`src/hw/sdd_pkg.sv`:
```
// Constants, register map and types for the segment display driver.
`default_nettype none
package sdd_pkg;
  // Clock and time bases.
  localparam int CLK_HZ = 100_000_000;
  localparam int BASE_FAST_HZ = 2048;
  localparam int BASE_SLOW_HZ = 128;
  localparam int BASE_FAST_CYC = CLK_HZ / BASE_FAST_HZ;
  localparam int BASE_SLOW_CYC = CLK_HZ / BASE_SLOW_HZ;
  localparam int BLINK_UNIT_MS = 250;
  localparam int BLINK_UNIT_CYC = (CLK_HZ / 1000) * BLINK_UNIT_MS;

  // Panel geometry.
  localparam int NUM_PINS = 26;
  localparam int NUM_DEDICATED = 24;
  localparam int NUM_COMS = 4;
  localparam int SEG_BYTES = (NUM_PINS * NUM_COMS) / 8;
  localparam int SHARED_A_PIN = 24;
  localparam int SHARED_B_PIN = 25;

  // Register offsets.
  localparam logic [7:0] ADDR_MAIN_CONFIG = 8'h95;
  localparam logic [7:0] ADDR_CLOCK_CONFIG = 8'h96;
  localparam logic [7:0] ADDR_PIN_ENABLE = 8'h97;
  localparam logic [7:0] ADDR_CONFIG_X = 8'h9C;
  localparam logic [7:0] ADDR_MEM_POINTER = 8'hAC;
  localparam logic [7:0] ADDR_MEM_DATA = 8'hAE;
  localparam logic [7:0] ADDR_CONFIG_Y = 8'hB1;
  localparam logic [7:0] ADDR_PIN_ENABLE_2 = 8'hED;

  // Reset values.
  localparam logic [7:0] RST_MAIN_CONFIG = 8'h00;
  localparam logic [7:0] RST_CLOCK_CONFIG = 8'h00;
  localparam logic [7:0] RST_PIN_ENABLE = 8'h00;
  localparam logic [7:0] RST_CONFIG_X = 8'h00;
  localparam logic [7:0] RST_MEM_POINTER = 8'h00;

  // Main configuration fields.
  localparam int MC_ENABLE_BIT = 7;
  localparam int MC_CLEAR_BIT = 6;
  localparam int MC_BLINK_BIT = 5;
  localparam int MC_SLEEP_OFF_BIT = 4;
  localparam int MC_BASE_CLOCK_SELECT_BIT = 3;
  localparam int MC_BIAS_BIT = 2;
  localparam int MC_MUX_LSB = 0;

  // Clock configuration fields.
  localparam int CC_SOURCE_LSB = 6;
  localparam int CC_RATE_LSB = 4;
  localparam int CC_FRAME_LSB = 0;

  // Configuration X and Y fields.
  localparam int CX_LADDER_BIT = 6;
  localparam int CX_LEVEL_LSB = 0;
  localparam int CY_INVERT_BIT = 6;
  localparam int CY_DONE_BIT = 1;
  localparam int CY_HOLD_BIT = 0;

  // Multiplex codes.
  localparam logic [1:0] MUX_RESERVED = 2'h0;
  localparam logic [1:0] MUX_2X = 2'h1;
  localparam logic [1:0] MUX_3X = 2'h2;
  localparam logic [1:0] MUX_4X = 2'h3;

  // Blink source codes.
  localparam logic [1:0] BLINK_SW_OFF = 2'h0;
  localparam logic [1:0] BLINK_SW_ON = 2'h1;
  localparam logic [1:0] BLINK_FIXED = 2'h2;
  localparam logic [1:0] BLINK_RATE = 2'h3;

  // Base-clock ticks per backplane phase for each frame divider step.
  localparam logic [2:0] PHASE_MULT_2X = 3'h4;
  localparam logic [2:0] PHASE_MULT_NX = 3'h2;

  typedef enum logic [1:0] {
    st_off = 2'b01,
    st_run = 2'b10
  } sdd_state_e;
endpackage
`default_nettype wire

```
`src/hw/sdd_display_ctrl.sv`:
```
// Segment display driver: register file, frame timing and panel drive.
//
// Overview of operation
// Driver runs only while main config bit 7 is one; resets to zero.
// Writing one to main config bit 6 clears all segment data.
// Main config bit 5 enables blinking set by blink source and rate.
// Bit 4 set forces display off in deep sleep; clear follows enable.
// Main config bit 3 picks base clock: 0 is 2048Hz, 1 is 128Hz.
// Multiplex field 01/10/11 gives 2x/3x/4x backplanes; 00 reserved.
// Shared pins: both segments at 2x, second common at 3x, both at 4x.
// Drives 24 x 4 segments, or 26 x 2 with shared pins as segments.
// Drive levels from charge pump up to 5V or external ladder.
// Driver works in every power mode unless forced off.
// A pin drives segments only when its segment enable bit is set.
// Clock register sets frame rate from base clock and blink rate from system clock.
// Blink source: software off, software on, fixed 2 Hz, rate field.
// Hold ignores data; after release new data shown next frame, done set.
// Main config bit 2 picks half bias at 0, third bias at 1.
// Segment memory reached by pointer register then data register.
`timescale 1ns/1ns
`default_nettype none
module sdd_display_ctrl
  import sdd_pkg::*;
#(
  parameter int FAST_DIV = BASE_FAST_CYC,
  parameter int SLOW_DIV = BASE_SLOW_CYC,
  parameter int BLINK_DIV = BLINK_UNIT_CYC
) (
  // Clock, reset and clock enable.
  input wire logic clk,
  input wire logic reset,
  input wire logic ce,
  // Special function register port.
  input wire logic [7:0] sfr_addr,
  input wire logic [7:0] sfr_wdata,
  input wire logic sfr_write,
  input wire logic sfr_read,
  output logic [7:0] sfr_rdata,
  // Power state.
  input wire logic deep_sleep_state,
  // Panel drive.
  output logic [NUM_PINS-1:0] seg_out,
  output logic [NUM_PINS-1:0] seg_pin_active,
  output logic [NUM_COMS-1:0] com_out,
  output logic shared_pin_a_is_com,
  output logic shared_pin_b_is_com,
  output logic frame_start,
  output logic display_active,
  // Drive level generator control.
  output logic bias_third,
  output logic charge_pump_on,
  output logic ext_ladder_on,
  output logic [5:0] bias_level
);
  localparam int BASE_W = $clog2(SLOW_DIV + 1) + 1;
  localparam int BLINK_W = $clog2(BLINK_DIV + 1) + 1;

  initial begin
    if (FAST_DIV < 2 || SLOW_DIV < 2 || BLINK_DIV < 2) begin
      $error("sdd_display_ctrl dividers must be at least 2");
    end
    if (FAST_DIV > SLOW_DIV) begin
      $error("sdd_display_ctrl FAST_DIV must not exceed SLOW_DIV");
    end
  end

  // Number of backplanes for a multiplex code; reserved acts as 2x.
  function automatic logic [2:0] backplanes(input logic [1:0] mux);
    case (mux)
      MUX_3X: backplanes = 3'h3;
      MUX_4X: backplanes = 3'h4;
      default: backplanes = 3'h2;
    endcase
  endfunction

  // Register file.
  logic [7:0] main_config;
  logic [7:0] clock_config;
  logic [7:0] segment_pin_enable;
  logic [7:0] segment_pin_enable_2;
  logic [7:0] display_config_x;
  logic invert_enable;
  logic hold;
  logic frame_update_done;
  logic update_pending;
  logic [7:0] segment_memory_pointer;
  logic [7:0] seg_data [SEG_BYTES];
  logic [7:0] seg_shown [SEG_BYTES];

  // Decoded fields.
  logic display_driver_enable;
  logic blink_enable;
  logic sleep_force_off;
  logic base_clock_select;
  logic [1:0] multiplex_level;
  logic [1:0] blink_source;
  logic [1:0] blink_rate_select;
  logic [3:0] frame_divider;

  assign display_driver_enable = main_config[MC_ENABLE_BIT];
  assign blink_enable = main_config[MC_BLINK_BIT];
  assign sleep_force_off = main_config[MC_SLEEP_OFF_BIT];
  assign base_clock_select = main_config[MC_BASE_CLOCK_SELECT_BIT];
  assign multiplex_level = main_config[MC_MUX_LSB +: 2];
  assign blink_source = clock_config[CC_SOURCE_LSB +: 2];
  assign blink_rate_select = clock_config[CC_RATE_LSB +: 2];
  assign frame_divider = clock_config[CC_FRAME_LSB +: 4];

  // Write strobes.
  logic wr_main;
  logic wr_data;
  logic wr_cony;
  logic ptr_valid;
  logic [3:0] ptr_index;
  logic frame_tick;

  assign wr_main = sfr_write && (sfr_addr == ADDR_MAIN_CONFIG);
  assign wr_data = sfr_write && (sfr_addr == ADDR_MEM_DATA);
  assign wr_cony = sfr_write && (sfr_addr == ADDR_CONFIG_Y);
  assign ptr_valid = (segment_memory_pointer < 8'(SEG_BYTES));
  assign ptr_index = segment_memory_pointer[3:0];

  // The clear bit is a command, so it is never stored and reads back zero.
  always_ff @(posedge clk) begin
    if (reset) begin
      main_config <= RST_MAIN_CONFIG;
    end else if (ce && wr_main) begin
      main_config <= sfr_wdata & ~(8'h01 << MC_CLEAR_BIT);
    end
  end

  always_ff @(posedge clk) begin
    if (reset) begin
      clock_config <= RST_CLOCK_CONFIG;
      segment_pin_enable <= RST_PIN_ENABLE;
      segment_pin_enable_2 <= RST_PIN_ENABLE;
      display_config_x <= RST_CONFIG_X;
      segment_memory_pointer <= RST_MEM_POINTER;
    end else if (ce && sfr_write) begin
      if (sfr_addr == ADDR_CLOCK_CONFIG) begin
        clock_config <= sfr_wdata;
      end else if (sfr_addr == ADDR_PIN_ENABLE) begin
        segment_pin_enable <= sfr_wdata;
      end else if (sfr_addr == ADDR_PIN_ENABLE_2) begin
        segment_pin_enable_2 <= sfr_wdata;
      end else if (sfr_addr == ADDR_CONFIG_X) begin
        display_config_x <= sfr_wdata & 8'h7F;
      end else if (sfr_addr == ADDR_MEM_POINTER) begin
        // Pointer selects location.
        segment_memory_pointer <= sfr_wdata;
      end
    end
  end

  // Working segment memory that software sees.
  always_ff @(posedge clk) begin
    if (reset) begin
      for (int i = 0; i < SEG_BYTES; i++) begin
        seg_data[i] <= 8'h00;
      end
    end else if (ce) begin
      if (wr_main && sfr_wdata[MC_CLEAR_BIT]) begin
        // Clear all data.
        for (int i = 0; i < SEG_BYTES; i++) begin
          seg_data[i] <= 8'h00;
        end
      end else if (wr_data && ptr_valid) begin
        // Indirect data write.
        seg_data[ptr_index] <= sfr_wdata;
      end
    end
  end

  // Hold, update pending and done flag.
  always_ff @(posedge clk) begin
    if (reset) begin
      invert_enable <= 1'b0;
      hold <= 1'b0;
      update_pending <= 1'b0;
      frame_update_done <= 1'b0;
    end else if (ce) begin
      if (wr_cony) begin
        invert_enable <= sfr_wdata[CY_INVERT_BIT];
        hold <= sfr_wdata[CY_HOLD_BIT];
      end
      // Release arms update.
      if (wr_cony && hold && !sfr_wdata[CY_HOLD_BIT]) begin
        update_pending <= 1'b1;
      end else if (frame_tick && !hold) begin
        update_pending <= 1'b0;
      end
      // Done set wins.
      if (frame_tick && !hold && update_pending) begin
        frame_update_done <= 1'b1;
      end else if (wr_cony && !sfr_wdata[CY_DONE_BIT]) begin
        frame_update_done <= 1'b0;
      end
    end
  end

  // Shown copy is only refreshed at a frame boundary, never mid-frame.
  always_ff @(posedge clk) begin
    if (reset) begin
      for (int i = 0; i < SEG_BYTES; i++) begin
        seg_shown[i] <= 8'h00;
      end
    end else if (ce && frame_tick && !hold) begin
      // Latch new frame data.
      for (int i = 0; i < SEG_BYTES; i++) begin
        seg_shown[i] <= seg_data[i];
      end
    end
  end

  // Read data, registered one cycle after the read strobe.
  always_ff @(posedge clk) begin
    if (reset) begin
      sfr_rdata <= 8'h00;
    end else if (ce && sfr_read) begin
      if (sfr_addr == ADDR_MAIN_CONFIG) begin
        sfr_rdata <= main_config;
      end else if (sfr_addr == ADDR_CLOCK_CONFIG) begin
        sfr_rdata <= clock_config;
      end else if (sfr_addr == ADDR_PIN_ENABLE) begin
        sfr_rdata <= segment_pin_enable;
      end else if (sfr_addr == ADDR_CONFIG_X) begin
        sfr_rdata <= display_config_x;
      end else if (sfr_addr == ADDR_MEM_POINTER) begin
        sfr_rdata <= segment_memory_pointer;
      end else if (sfr_addr == ADDR_MEM_DATA) begin
        // Indirect data read.
        sfr_rdata <= ptr_valid ? seg_data[ptr_index] : 8'h00;
      end else if (sfr_addr == ADDR_CONFIG_Y) begin
        sfr_rdata <= {1'b0, invert_enable, 4'h0, frame_update_done, hold};
      end else if (sfr_addr == ADDR_PIN_ENABLE_2) begin
        sfr_rdata <= segment_pin_enable_2;
      end else begin
        sfr_rdata <= 8'h00;
      end
    end
  end

  // Run state.
  sdd_state_e state;
  sdd_state_e next_state;
  logic run_request;

  // Effective enable.
  assign run_request = display_driver_enable &&
                       !(sleep_force_off && deep_sleep_state);

  always_comb begin
    case (state)
      st_off: next_state = run_request ? st_run : st_off;
      st_run: next_state = run_request ? st_run : st_off;
      default: next_state = st_off;
    endcase
  end

  always_ff @(posedge clk) begin
    if (reset) begin
      state <= st_off;
    end else if (ce) begin
      state <= next_state;
    end
  end

  logic running;
  assign running = (state == st_run);

  // Base clock, phase and blink timing.
  logic base_tick;
  logic phase_tick;
  logic blink_unit_tick;
  logic [BASE_W-1:0] base_period;
  logic [6:0] phase_period;
  logic [2:0] phase_mult;
  logic [4:0] frame_steps;

  // Base clock select.
  assign base_period = base_clock_select ? BASE_W'(SLOW_DIV)
                                         : BASE_W'(FAST_DIV);
  // Frame divider; a zero field is served as one.
  assign frame_steps = (frame_divider == 4'h0) ? 5'h02
                                               : {1'b0, frame_divider} + 5'h01;
  assign phase_mult = (backplanes(multiplex_level) == 3'h2) ? PHASE_MULT_2X
                                                            : PHASE_MULT_NX;
  assign phase_period = 7'(frame_steps * phase_mult);

  sdd_tick_div #(.WIDTH(BASE_W)) u_base_div (
    .clk(clk),
    .reset(reset),
    .ce(ce),
    .run(running),
    .step(1'b1),
    .period(base_period),
    .tick(base_tick)
  );

  sdd_tick_div #(.WIDTH(7)) u_phase_div (
    .clk(clk),
    .reset(reset),
    .ce(ce),
    .run(running),
    .step(base_tick),
    .period(phase_period),
    .tick(phase_tick)
  );

  // Blink timing runs off the system clock so it is the same at both bases.
  sdd_tick_div #(.WIDTH(BLINK_W)) u_blink_div (
    .clk(clk),
    .reset(reset),
    .ce(ce),
    .run(running && blink_enable),
    .step(1'b1),
    .period(BLINK_W'(BLINK_DIV)),
    .tick(blink_unit_tick)
  );

  // Backplane phase and frame parity.
  logic [1:0] phase;
  logic frame_odd;
  logic [2:0] bp_count;

  // Backplane count.
  assign bp_count = backplanes(multiplex_level);
  assign frame_tick = phase_tick && ({1'b0, phase} + 3'h1 >= bp_count);

  always_ff @(posedge clk) begin
    if (reset) begin
      phase <= 2'h0;
      frame_odd <= 1'b0;
    end else if (ce) begin
      if (!running) begin
        phase <= 2'h0;
        frame_odd <= 1'b0;
      end else if (frame_tick) begin
        phase <= 2'h0;
        frame_odd <= !frame_odd;
      end else if (phase_tick) begin
        phase <= phase + 2'h1;
      end
    end
  end

  // Blink state: units of a quarter second count out each half period.
  logic [3:0] blink_units;
  logic [3:0] blink_half;
  logic blink_dark;
  logic blank;

  // Half period in units.
  assign blink_half = (blink_source == BLINK_FIXED) ? 4'h1
                      : {1'b0, blink_rate_select, 1'b0} + 4'h2;

  always_ff @(posedge clk) begin
    if (reset) begin
      blink_units <= 4'h0;
      blink_dark <= 1'b0;
    end else if (ce) begin
      if (!running || !blink_enable) begin
        blink_units <= 4'h0;
        blink_dark <= 1'b0;
      end else if (blink_unit_tick) begin
        if (blink_units + 4'h1 >= blink_half) begin
          blink_units <= 4'h0;
          blink_dark <= !blink_dark;
        end else begin
          blink_units <= blink_units + 4'h1;
        end
      end
    end
  end

  // Blanking.
  always_comb begin
    if (!blink_enable) begin
      blank = 1'b0;
    end else begin
      case (blink_source)
        BLINK_SW_OFF: blank = 1'b1;
        BLINK_SW_ON: blank = 1'b0;
        default: blank = blink_dark;
      endcase
    end
  end

  // Shared pin roles and segment pin functions.
  // Shared pin roles.
  assign shared_pin_a_is_com = (multiplex_level == MUX_4X);
  assign shared_pin_b_is_com = (multiplex_level == MUX_3X) ||
                               (multiplex_level == MUX_4X);

  logic [NUM_PINS-1:0] pin_enable;
  logic [NUM_PINS*NUM_COMS-1:0] shown_flat;

  // Pin enable map.
  generate
    for (genvar p = 0; p < NUM_PINS; p++) begin : g_pin
      if (p < 16) begin : g_first
        assign pin_enable[p] = segment_pin_enable[p / 2];
      end else begin : g_second
        assign pin_enable[p] = segment_pin_enable_2[(p - 16) / 2];
      end
    end
    for (genvar b = 0; b < SEG_BYTES; b++) begin : g_flat
      assign shown_flat[b*8 +: 8] = seg_shown[b];
    end
  endgenerate

  assign seg_pin_active[NUM_DEDICATED-1:0] = pin_enable[NUM_DEDICATED-1:0];
  assign seg_pin_active[SHARED_A_PIN] = pin_enable[SHARED_A_PIN] &&
                                        !shared_pin_a_is_com;
  assign seg_pin_active[SHARED_B_PIN] = pin_enable[SHARED_B_PIN] &&
                                        !shared_pin_b_is_com;

  // Panel drive flip-flops; inversion flips every other frame.
  logic polarity;
  logic [NUM_COMS-1:0] com_next;
  logic [NUM_PINS-1:0] seg_next;
  logic frame_tick_q;

  assign polarity = invert_enable && frame_odd;

  always_comb begin
    com_next = '0;
    seg_next = '0;
    if (running && !blank) begin
      com_next[phase] = 1'b1;
      for (int p = 0; p < NUM_PINS; p++) begin
        seg_next[p] = seg_pin_active[p] &&
                      (shown_flat[int'(phase) * NUM_PINS + p] ^ polarity);
      end
    end else if (running) begin
      com_next[phase] = 1'b1;
    end
    if (shared_pin_b_is_com) begin
      seg_next[SHARED_B_PIN] = com_next[2];
    end
    if (shared_pin_a_is_com) begin
      seg_next[SHARED_A_PIN] = com_next[3];
    end
  end

  always_ff @(posedge clk) begin
    if (reset) begin
      seg_out <= '0;
      com_out <= '0;
      frame_tick_q <= 1'b0;
      frame_start <= 1'b0;
    end else if (ce) begin
      seg_out <= seg_next;
      com_out <= com_next;
      // The panel drive lags the phase by one flop, so the pulse waits a
      // cycle to line up with the first backplane and the new frame data.
      frame_tick_q <= frame_tick;
      frame_start <= frame_tick_q && running;
    end
  end

  assign display_active = running;
  // Bias select.
  assign bias_third = main_config[MC_BIAS_BIT];
  // Level source.
  assign ext_ladder_on = running && display_config_x[CX_LADDER_BIT];
  assign charge_pump_on = running && !display_config_x[CX_LADDER_BIT];
  assign bias_level = display_config_x[CX_LEVEL_LSB +: 6];
endmodule
`default_nettype wire

```
`src/hw/sdd_tick_div.sv`:
```
// Step counter that emits a tick every period steps.
`timescale 1ns/1ns
`default_nettype none
module sdd_tick_div #(
  parameter int WIDTH = 8
) (
  // Clock and control.
  input wire logic clk,
  input wire logic reset,
  input wire logic ce,
  input wire logic run,
  // Counting.
  input wire logic step,
  input wire logic [WIDTH-1:0] period,
  output logic tick
);
  logic [WIDTH-1:0] count;
  logic at_end;

  initial begin
    if (WIDTH < 2) begin
      $error("sdd_tick_div needs WIDTH of at least 2");
    end
  end

  // A period of zero behaves as one so the tick never stalls.
  assign at_end = (count + 1'b1 >= period);
  assign tick = run && step && at_end;

  always_ff @(posedge clk) begin
    if (reset) begin
      count <= '0;
    end else if (ce) begin
      if (!run) begin
        count <= '0;
      end else if (step) begin
        count <= at_end ? '0 : count + 1'b1;
      end
    end
  end
endmodule
`default_nettype wire

```
`config.mk`:
```
export PLATFORM = sky130hd
export DESIGN_NAME = sdd_display_ctrl
export DESIGN_NICKNAME = d
export VERILOG_FILES = /design/src/hw/sdd_pkg.sv /design/src/hw/sdd_display_ctrl.sv /design/src/hw/sdd_tick_div.sv
export SDC_FILE = /design/constraint.sdc
export NUM_CORES = 1
export LEC_CHECK = 0
export BUFFER_PORTS_ARGS = -buffer_cell sky130_fd_sc_hd__buf_2
export CORE_MARGIN = 2
export CORE_UTILIZATION = 50
export CTS_CLUSTER_DIAMETER = 40
export DETAILED_ROUTE_END_ITERATION = 7
export GPL_TIMING_DRIVEN = 0
export PLACE_DENSITY_LB_ADDON = 0.12
export SETUP_SLACK_MARGIN = 0.1
export SYNTH_ARGS = -nofsm -noshare
export SYNTH_HDL_FRONTEND = slang
export SYNTH_SLANG_ARGS = --single-unit
```
`constraint.sdc`:
```
create_clock -name clk -period 13.1 [get_ports clk]
set_clock_uncertainty 0.1 [all_clocks]
set_input_delay 0.655 -clock clk [delete_from_list [all_inputs] [get_ports clk]]
set_output_delay 0.655 -clock clk [all_outputs]
set_load 0.01 [all_outputs]
```
==> results.md, run 1 <==
- Multi-input gate area: 0.0129 sq mm
- Die Y: approximately 220 microns
- Maximum root-to-sink buffer count: 3
- Number of diodes: 0
- Peak Freq: 151 MHz
- Sw power: a little under 0.0008 W
- Unrepaired setup endpoints after global routing: no
- CTS Sinks: ~400
- I/O pin total: 99
- Initial core utilization: 0.504
- Worst-margin pin slew: 1310 ps
- CTS tree: built
- Number of enable flip-flop cells after synthesis: 232
- Sequential area share after synthesis: 0.423
- Final setup viols: 0
- Synth unique cells: 83
- Critical Path Source Type: flop
- Final critical-path share of the clock period: 0.507
- Share of cells above drive strength 1: 0.201
- Final core occ: 0.578
- Aggregate global routing overflow: 0
- Final TNS setup: 0 ps
- Site row count: 80
- WP data required: 13520 ps
- Critical path type: reg2reg
- Crit path max fanout: 13
- Syn. warnings: 0
- CTS buffer count: 60
- Crit path launch: phase[0]
- Via/cell ratio: ~6.3
- RD Place Congestion: 0.990
- Largest net degree at the start of global routing: 57
- Setup crit end kind: flop
- # port buffers: 97
- Register area: 0.0101 sq mm
- PwrDens: around 120 mW/mm^2
- Core ar.: 0.0474 sq mm
- Max_slew headroom: 0.126
- First-pass GRT wire length: 117000 microns
- Final Critical Period: 6640 ps
- Worst-path clk slew: about 60 ps
- Final WL: 79600 microns
- DR vias: around 19000
- Antenna violations before repair: 2
- Clock power share: 0.518
- WL/cell: 26.2 microns
- Vias in the first global route: 18000
- Layout Nets: about 2400
- Most frequent cells in the layout: 247 x nand2_1, 232 x edfxtp_1, 196 x and2_1
- Fill cells: 4104
- Ys async rst share: 0
- Status: finished with violations
- Failing checks: DRC
- Avg Cell Area, Syn: 10.9 sq um
- Max Cap Violations: 0
- CTS hold repair buffers: 0
- Mapped cell area: 0.0239 sq mm
- Post-synthesis register bit count: 390
- Logic pwr share: 0.049
- Htree depth: 2
- Largest vdd supply drop: 0.000107 V
- Leakage Power: 9.95 nW
- Most common cell after layout, fill and taps aside: nand2_1
- DP HPWL: 61300 microns
- Clock latency on the worst-skew pair: 660 ps
- Min-Delay Path Class: in2reg
- Drt initial violations: between 2000 and 3000
- GR Util All Layers: 0.319
- Detail Route Antenna Nets: 0
- Mapped Cells: 2194
- DRT Pass-1 Iters: 8
- Post-route DRC: 15
- Die width: ~220 microns
- Area Overhead vs Synth: 14.5%
- Pint: 0.00238 W
- Top_reg_cell synth: edfxtp_1
- Worst EP arrival: 7060 ps
- Sw Ratio: 0.250
- Hold Vio Cnt, Final: 0
- Die area: 0.0496 sq mm
- CTS root buf: clkbuf_16
- Number of max-slew violations in the final report: 0
- Cts repair resizes: 0
- Worst Hold Launch: sfr_wdata[5]
- Reg-to-reg startpoint: phase[0]
- Setup Buffers After CTS: 0
- Seq pwr share: 0.432
## cell usage after synthesis, types with 6 or more instances
cell      instances  share of area
a211oi_1          8         0.0025
a21boi_0          8         0.0025
a21o_1            6         0.0019
a21oi_1          91          0.019
a222oi_1          6         0.0025
a31oi_1          15         0.0039
and2_1          196          0.051
and3_1           11         0.0029
and4_1            6         0.0022
buf_1            25         0.0039
buf_2            32         0.0067
buf_4            25         0.0078
clkbuf_1        102          0.016
clkbuf_2          9         0.0019
dfxtp_1         158           0.13
edfxtp_1        232           0.29
ha_1             46          0.024
inv_1            34         0.0053
mux2_2           28          0.013
mux2i_1          98          0.041
mux4_2          170           0.16
nand2_1         247          0.039
nand2b_1         38         0.0099
nand3_1          55          0.012
nand4_1          25         0.0065
nand4b_1          6         0.0022
nor2_1          115          0.018
nor2b_1          44          0.012
nor3_1           24         0.0050
nor3b_1          10         0.0031
nor4_1           11         0.0029
o211ai_1         17         0.0053
o21ai_0         100          0.021
o221ai_1          8         0.0029
o22ai_1          12         0.0031
o311ai_0         11         0.0040
or3_1             6         0.0016
or4_1             7         0.0022
xnor2_1          38          0.014
xor2_1           23         0.0084
## power by group through the flow
stage                     Sequential [W]  Combinational, W  Clock (W)
final                            0.00137          0.000157    0.00165
after global routing             0.00137          0.000165    0.00171
after CTS                        0.00137          0.000154    0.00166
after detailed placement         0.00140          0.000153          0
after global placement           0.00139          0.000151          0
after floorplan                  0.00137         0.0000973          0
## per-stage QoR
| stage | std cells | cell area, sq um | setup WS, ps | total power, W | hold WS, ps |
|---|---|---|---|---|---|
| 4_1_cts | 3045 | 27400 | 6630 | 0.00318 | 92.2 |
| 2_1_floorplan | 2219 | 24000 | 8370 | 0.00147 | 326 |
| 3_5_place_dp | 2932 | 25300 | 6660 | 0.00155 | 337 |
| 3_3_place_gp | 2931 | 25300 | 6690 | 0.00154 | 332 |
| 5_1_grt | 3045 | 27400 | 6230 | 0.00325 | 112 |
| 6_report | 3045 | 27400 | 6460 | 0.00317 | 113 |
## flip-flops by register name (all words and copies together) (netlist names), 21 cells and up, named ones only
| signal | count |
|---|---|
| seg_shown | 104 |
| u_base_div.count | 21 |
| seg_data | 128 |
| seg_out | 26 |
| u_blink_div.count | 26 |
## cell type report
cell class                 count  share of cell area
multi-input combinational   1601               0.471
clock inverter                47              0.0210
buffer                       193              0.0317
clock buffer                  66              0.0556
sequential                   390               0.370
inverter                      35             0.00479
tap                          615              0.0281
timing repair buffer          98              0.0184
## metal layers
layer / routed length [microns] / track usage / part of all wire / vias to the layer above
li1: - / - / - / 8532
met1: 34900 / 0.473 / 0.44 / 9449
met2: 35000 / 0.476 / 0.44 / 1071
met3: 7230 / 0.0561 / 0.091 / 146
met4: 2490 / 0.101 / 0.031 / 2
met5: 9 / 0 / 0.00011 / -
## worst paths after layout
path                          end  slack (ps)  cells past startpoint
hold reg to reg       seg_out[15]         350                      2
setup / recovery      seg_out[17]        6460                     17
setup reg to reg      seg_out[17]        6460                     17
hold / removal    seg_data[15][5]         110                      1
## worst max-delay path, stage by stage, from the launching register on
cell      delay, ps
dfxtp_1         570
buf_4           260
buf_2           360
buf_2           400
inv_1           240
buf_1           320
clkbuf_1        410
ha_1            670
buf_2           320
buf_2           370
buf_2           410
clkbuf_1        570
clkbuf_1        580
nand3_1         150
o221ai_1        220
o21ai_0         190
xnor2_1         180
o21ai_0         160
## kinds of logic after synthesis
| kind of cell | after synthesis | share of synthesized area |
|---|---|---|
| buffers and inverters | 228 | 0.0418 |
| AOI/OAI and AO/OA | 343 | 0.0925 |
| xor gates and xnor gates | 61 | 0.0223 |
| muxes | 296 | 0.214 |
| and+or+nand+nor | 828 | 0.181 |
| adders and majority gates | 47 | 0.0249 |
| DFF | 390 | 0.423 |
| other | 1 | 0.000157 |
Power figures use the tool's default switching activity.
==> inputs of run 2 (changes only) <==
==> constraint.sdc (replaced) <==
create_clock -name clk -period 5.3 [get_ports clk]
set_clock_uncertainty 0.1 [all_clocks]
set_input_delay 0.265 -clock clk [delete_from_list [all_inputs] [get_ports clk]]
set_output_delay 0.265 -clock clk [all_outputs]
set_load 0.01 [all_outputs]
==> run 2 against run 1 <==
  * The run now ends clean
  * Setup slack worse by 6200 ps
  * Sequential share of layout area down 0.23 points
  * Wire length up 0.22%
  * Clock-buffer cell count unchanged
  * First-iteration DRC count down 4.9%
  * Global-route usage down 0.069 points
  * Hold slack worse by 37 ps
  * Combinational power rose to 2.5 times the previous value
  * Critical endpoint is now seg_out[11]
  * Largest cell class unchanged
  * Largest power group unchanged
  * Highest routed layer unchanged
==> results.md, run 2 (synthesis results as in run 1) <==
- Fill cells: 4083 (-0.51%)
- Logic pwr share: 0.050 (about the same)
- Detail Route Antenna Nets: 0 (unchanged)
- Cell with the most instances on the worst path: buf_4
- Multi-input gate area: 0.0129 sq mm (+0.35%)
- DRT Pass-1 Iters: 8 (unchanged)
- WL/cell: 26.1 microns (-0.11%)
- Area Overhead vs Synth: 15.2%
- Max_slew headroom: 0.140 (+0.0139)
- Layout Nets: 2458 (+0.41%)
- Seq pwr share: 0.432 (about the same)
- Min-Delay Path Class: in2reg
- I/O pin total: 99 (unchanged)
- CP bufs+invs: 8 (-3)
- Via/cell ratio: 6.27 (-0.53%)
- Pint: 0.00589 W (+150%)
- Register area: 0.0101 sq mm (about the same)
- Maximum root-to-sink buffer count: 3 (unchanged)
- Number of diodes: 0 (unchanged)
- GR Util All Layers: 0.318 (-0.000686)
- Final WL: 79800 microns (+0.22%)
- WP data required: 5720 ps (-7800 ps)
- Aggregate global routing overflow: 0 (unchanged)
- Setup crit end kind: flop
- Critical path, cell by cell: buf_4 > buf_4 > buf_4 > inv_1 > clkbuf_2 > clkbuf_2 > ha_4 > buf_2 > buf_2 > mux4_2 > mux4_2 > mux2i_1 > o22ai_1 > xor2_1 > o21ai_0
- CTS tree: built
- Max Cap Violations: 0 (unchanged)
- Site row count: 80 (unchanged)
- Crit-path max cell delay: 490 ps (-180 ps)
- Final worst slack: 244 ps (-6210 ps)
- R2R depth: 15 (-2)
- CTS Sinks: 390 (unchanged)
- Unrepaired setup endpoints after global routing: yes
- # port buffers: 97 (unchanged)
- Setup Buffers After CTS: 0 (unchanged)
- Final instance area: 0.0276 sq mm (+0.63%)
- Final Critical Period: 5060 ps (-1590 ps)
- Sw Ratio: 0.249 (-0.000612)
- Hold path depth: 3 (+2)
- Critical path's top delay family: buffers and inverters
- Status: finished, final reports clean
- Met2 WL: 35200 microns (+0.49%)
- DR vias: 19200 (-0.20%)
- Hold slack: 76.0 ps (-36.9 ps)
- Max reg flops: 128 (unchanged)
- Critical Path Source Type: flop
- First-pass GRT wire length: 117000 microns (-0.19%)
- Share of cells above drive strength 1: 0.209 (+0.00860)
- PwrDens: 285 mW/mm^2 (+150%)
- Die area: 0.0496 sq mm (unchanged)
- Leakage Power: 10.0 nW (+0.93%)
- Top reg by flops: seg_data
- Core ar.: 0.0474 sq mm (unchanged)
- Peak Freq: 198 MHz (+31%)
- Die width: 223 microns (unchanged)
- Fin cells: 3055 (+0.33%)
- Placement Cell Area: 0.0253 sq mm (unchanged)
- Largest vdd supply drop: 0.000265 V (+150%)
- Clock latency on the worst-skew pair: 660 ps (about the same)
- CTS root buf: clkbuf_16
- M1 WL: 34800 microns (-0.46%)
- Final setup viols: 0 (unchanged)
- Final critical-path share of the clock period: 0.954 (+0.447)
- Initial core utilization: 0.504 (unchanged)
- Met3 Routed Length: 7160 microns (-0.90%)
- Worst path slowest cell: mux4_2
- Antenna violations before repair: 2 (unchanged)
- RD Place Congestion: 0.990 (unchanged)
- Crit path max fanout: 13 (unchanged)
- Worst-margin pin slew: 1280 ps (-31.5 ps)
- Number of max-slew violations in the final report: 0 (unchanged)
- Drt initial violations: 2429 (-4.9%)
- Worst EP arrival: 5480 ps (-1580 ps)
- Sw power: 0.00195 W (+150%)
- Worst-path clk slew: 60 ps (about the same)
- Critical path type: reg2reg
- CTS buffer count: 60 (unchanged)
- DP Cell Count: 2932 (unchanged)
- Highest routed metal layer: met5
- Htree depth: 2 (unchanged)
- WP depth: 15 (-2)
- Placement Setup Slack: -1140 ps (-7800 ps)
- Largest net degree at the start of global routing: 57 (unchanged)
- Post-route DRC: 0 (-15)
- Top Registers: seg_data: 128 flops, seg_shown: 104 flops
- Clock power share: 0.517 (about the same)
- Vias in the first global route: 18000 (+0.27%)
- Die Y: 223 microns (unchanged)
- Most common cell after layout, fill and taps aside: nand2_1
- Hold Vio Cnt, Final: 0 (unchanged)
- Most frequent cells in the layout: 247 x nand2_1, 232 x edfxtp_1, 196 x and2_1
- DP HPWL: 61300 microns (unchanged)
## run 2: cell count changes in the layout (fill, tap and decap cells not counted), moves of 3 or more
cell / previous run / this run
clkbuf_4: 0 / 4
mux2i_2: 0 / 3
mux2i_1: 98 / 95
clkbuf_1: 108 / 100
buf_4: 25 / 29
dlygate4sd3_1: 0 / 9
clkbuf_2: 9 / 15
buf_1: 25 / 17
## run 2: final timing paths
kind,start,endpoint,slack [ps]
worst max-delay path,phase[0],seg_out[11],240
worst min-delay path,sfr_write,update_pending,80
worst max register to register,phase[0],seg_out[11],240
worst min register to register,seg_out[15],seg_out[15],350
## run 2: area by class of cell
cell class | instances | share of cell area
Buffer | 192 | 0.0328
Clock buffer | 66 | 0.0553
Clock inverter | 47 | 0.0209
Inverter | 35 | 0.00476
Multi-Input combinational cell | 1603 | 0.469
Sequential cell | 390 | 0.367
Tap cell | 615 | 0.0279
Timing Repair Buffer | 107 | 0.0216
## run 2: routing by layer
layer | vias to the layer above | track usage
met5 | - | 0
met4 | 2 | 0.106
met3 | 154 | 0.0582
met2 | 1043 | 0.474
met1 | 9405 | 0.469
li1 | 8557 | -
## run 2: worst min-delay path: stages
cell and delay, ps:
buf_2 150, nand3_1 210, o32ai_1 120
## run 2: power groups by stage
stage	clock, W	sequential [W]	combinational (W)
after global routing	0.00423	0.00340	0.000416
after global placement	0	0.00344	0.000372
after detailed placement	0	0.00345	0.000379
after CTS	0.00409	0.00338	0.000385
final	0.00406	0.00339	0.000395
after floorplan	0	0.00340	0.000240
## run 2: what timing repair did
action | 4_1_cts | 5_1_grt
resized for setup | 21 | 12
endpoints found under the setup margin | 128 | 128
pin swaps | 0 | 0
hold buffers | 9 | 0
cloned | 0 | 2
endpoints found under the hold margin | 26 | 0
## run 2: stage by stage
step	setup TNS [ps]	power, W	utilization
2_1_floorplan	0	0.00364	-
4_1_cts	0	0.00786	0.580
5_1_grt	0	0.00804	0.581
3_5_place_dp	-31140	0.00383	0.533
6_report	0	0.00785	0.581
3_3_place_gp	-118220	0.00382	0.533
==> inputs of run 3 (changes only) <==
--- a/config.mk
+++ b/config.mk
@@ -6,8 +6,7 @@
 export NUM_CORES = 1
 export LEC_CHECK = 0
 export BUFFER_PORTS_ARGS = -buffer_cell sky130_fd_sc_hd__buf_2
-export CORE_MARGIN = 2
-export CORE_UTILIZATION = 50
+export CORE_UTILIZATION = 52
 export CTS_CLUSTER_DIAMETER = 40
 export DETAILED_ROUTE_END_ITERATION = 7
 export GPL_TIMING_DRIVEN = 0
==> run 3 against run 2 <==
  * Wire length fell by 3.4%
  * Sequential power barely moved
  * Setup slack improved by 78 ps
  * Die area fell by 5.5%
  * Critical path depth rose by 2
  * Hold slack got worse by 0.59 ps
  * Final area fell by 0.97%
  * Core utilization rose by 2.1 points
  * First-iteration DRC count fell by 4.5%
  * Combinational power fell by 1%
  * Non-clock buffer count did not move
  * Register-to-register slack improved by 80 ps
==> results.md, run 3 (synthesis results as in run 1) <==
- Die area: 0.0469 sq mm (-5.5%)
- Worst path slowest cell: mux4_2
- DP HPWL: 59700 microns (-2.6%)
- Worst Hold Launch: sfr_write
- Min-Delay Path Class: in2reg
- Final instance area: 0.0273 sq mm (-0.97%)
- Maximum root-to-sink buffer count: 3 (unchanged)
- DR vias: 19400 (+1.0%)
- Number of diodes: 0 (unchanged)
- RD Place Congestion: 1.01 (+2.4%)
- Largest net degree at the start of global routing: 61 (+7.0%)
- Hold EP: update_pending
- # port buffers: 97 (unchanged)
- Final critical-path share of the clock period: 0.939 (-0.0147)
- Critical Path Source Type: flop
- Total power draw: 0.00744 W (-5.2%)
- GR Util All Layers: 0.329 (+0.0107)
- Drt initial violations: 2320 (-4.5%)
- Most common cell after layout, fill and taps aside: nand2_1
- Share of cells above drive strength 1: 0.202 (-0.00712)
- Hold path depth: 3 (unchanged)
- CTS buffer count: 54 (-10%)
- First-pass GRT wire length: 115000 microns (-1.6%)
- Fin cells: 3027 (-0.92%)
- Hold slack: 75.4 ps (-0.588 ps)
- Largest vdd supply drop: 0.000295 V (+11%)
- Die Y: 217 microns (-2.8%)
- Worst-path clk slew: 60 ps (about the same)
- DP Cell Count: 2917 (-0.51%)
- R2R depth: 17 (+2)
- Top reg by flops: seg_data
- Clock latency on the worst-skew pair: 620 ps (-40 ps)
- Placement Cell Area: 0.0253 sq mm (about the same)
- Leakage Power: 9.92 nW (-1.2%)
- Final Critical Period: 4980 ps (-78.0 ps)
- Max Cap Violations: 0 (unchanged)
- Global-route met1 utilization: 0.476 (+0.00663)
- Peak Freq: 201 MHz (+1.6%)
- Post-route DRC: 0 (unchanged)
- Critical path type: reg2reg
- Gr busiest metal: met2
- Worst R2R Setup Slack: 320 ps (+80 ps)
- Met3 Resource Use GR: 0.0595 (+0.00132)
- Aggregate global routing overflow: 0 (unchanged)
- CTS Sinks: 390 (unchanged)
- Vias in the first global route: 18100 (+0.16%)
- Final WL: 77100 microns (-3.4%)
- I/O pin total: 99 (unchanged)
- CTS tree: built
- Initial core utilization: 0.527 (+0.0229)
- Area Overhead vs Synth: 14.1%
- Antenna violations before repair: 0 (-2)
- Top Registers: seg_data: 128 flops, seg_shown: 104 flops
- WP data required: 5710 ps (about the same)
- Reg-to-reg startpoint: phase[0]
- Max_slew headroom: 0.146 (+0.00650)
- Fill cells: 3810 (-6.7%)
- Layout Nets: 2451 (-0.28%)
- Setup crit end kind: flop
- Core ar.: 0.0454 sq mm (-4.4%)
- Worst-margin pin slew: 1270 ps (-9.65 ps)
- Final core occ: 0.602 (+0.0206)
- Crit path max fanout: 13 (unchanged)
- RR Endpoint: seg_out[23]
- Unrepaired setup endpoints after global routing: no
- Via/cell ratio: 6.39 (+1.9%)
- Final setup viols: 0 (unchanged)
- Status: finished, final reports clean
- Hold Vio Cnt, Final: 0 (unchanged)
- Critical path, cell by cell: buf_4 > clkbuf_4 > buf_4 > inv_1 > buf_2 > clkbuf_4 > ha_1 > clkbuf_2 > clkbuf_4 > mux4_2 > mux2i_1 > mux2i_1 > a21boi_0 > a2bb2oi_1 > a21oi_1 > xor2_1 > o21ai_0
- Number of max-slew violations in the final report: 0 (unchanged)
- Detail Route Antenna Nets: 0 (unchanged)
- CTS root buf: clkbuf_16
- DRT Pass-1 Iters: 5 (-3)
- Htree depth: 2 (unchanged)
- Site row count: 78 (-2.5%)
- Max reg flops: 128 (unchanged)
- PwrDens: 272 mW/mm^2 (-4.3%)
- GR Layer Usage met2: 0.491 (+0.0174)
- Crit-path max cell delay: 560 ps (+70 ps)
- WL/cell: 25.5 microns (-2.5%)
- Die width: 217 microns (-2.8%)
- Most frequent cells in the layout: 247 x nand2_1, 232 x edfxtp_1, 196 x and2_1
- Cell with the most instances on the worst path: clkbuf_4
- Worst EP arrival: 5390 ps (-90 ps)
[run 3: changes by cell type in the layout (fill, tap and decap cells not counted), sizes merged]
cell      delta
inv          -7
or2          -1
bufinv       -1
clkinvlp     -3
clkbuf       -1
[run 3: where the power goes]
part | switching [W] | internal, W
sequential | 0.0000917 | 0.00330
combinational | 0.000239 | 0.000152
clock | 0.00146 | 0.00219
[run 3: layout make-up]
cell class              count  area (sq um)  share of cell area
clock inverters            36           424              0.0155
clock buffers              65          1420              0.0521
repair buffers            107           603              0.0221
plain buffers             192           907              0.0332
flip-flops and latches    390         10100               0.371
well taps                 600           751              0.0275
multi-input cells        1602         12900               0.474
inverters                  35           131             0.00481
[run 3: worst max-delay path by stage]
stage,startpoint,cells after the start,endpoint
floorplan,u_base_div.count[13],14,seg_shown[0][0]
global placement,phase[0],17,seg_out[1]
detailed placement,phase[0],17,seg_out[1]
CTS,phase[0],17,seg_out[1]
global route,phase[0],17,seg_out[23]
finish,phase[0],17,seg_out[23]
[run 3: stage by stage]
step | setup TNS (ps) | worst slack [ps]
floorplan | 0 | 574
global route | 0 | 167
CTS | 0 | 102
detailed placement | -33730 | -1250
global placement | -130760 | -1250
finish | 0 | 322
[run 3: worst max-delay path, delay by kind of cell (launching register included)]
| family | cells | cell delay (ps) |
|---|---|---|
| buf+inv | 8 | 2200 |
| mux | 3 | 1210 |
| compound gates | 4 | 630 |
| flops | 1 | 380 |
| fa+ha+maj | 1 | 180 |
| xor+xnor | 1 | 160 |
[run 3: routing by layer]
metal  vias up  wire length [microns]
li1       8532                      -
met1      9510                  33100
met2      1138                  33700
met3       175                   7270
met4         0                   3030
met5         -                      0
[run 3: repair_timing]
| item | 4_1_cts | 5_1_grt |
|---|---|---|
| buffers inserted | 0 | 0 |
| gates cloned | 0 | 1 |
| endpoints found under the setup margin | 104 | 86 |
| resized for setup | 21 | 12 |
| hold buffers | 9 | 0 |
| endpoints found under the hold margin | 26 | 0 |
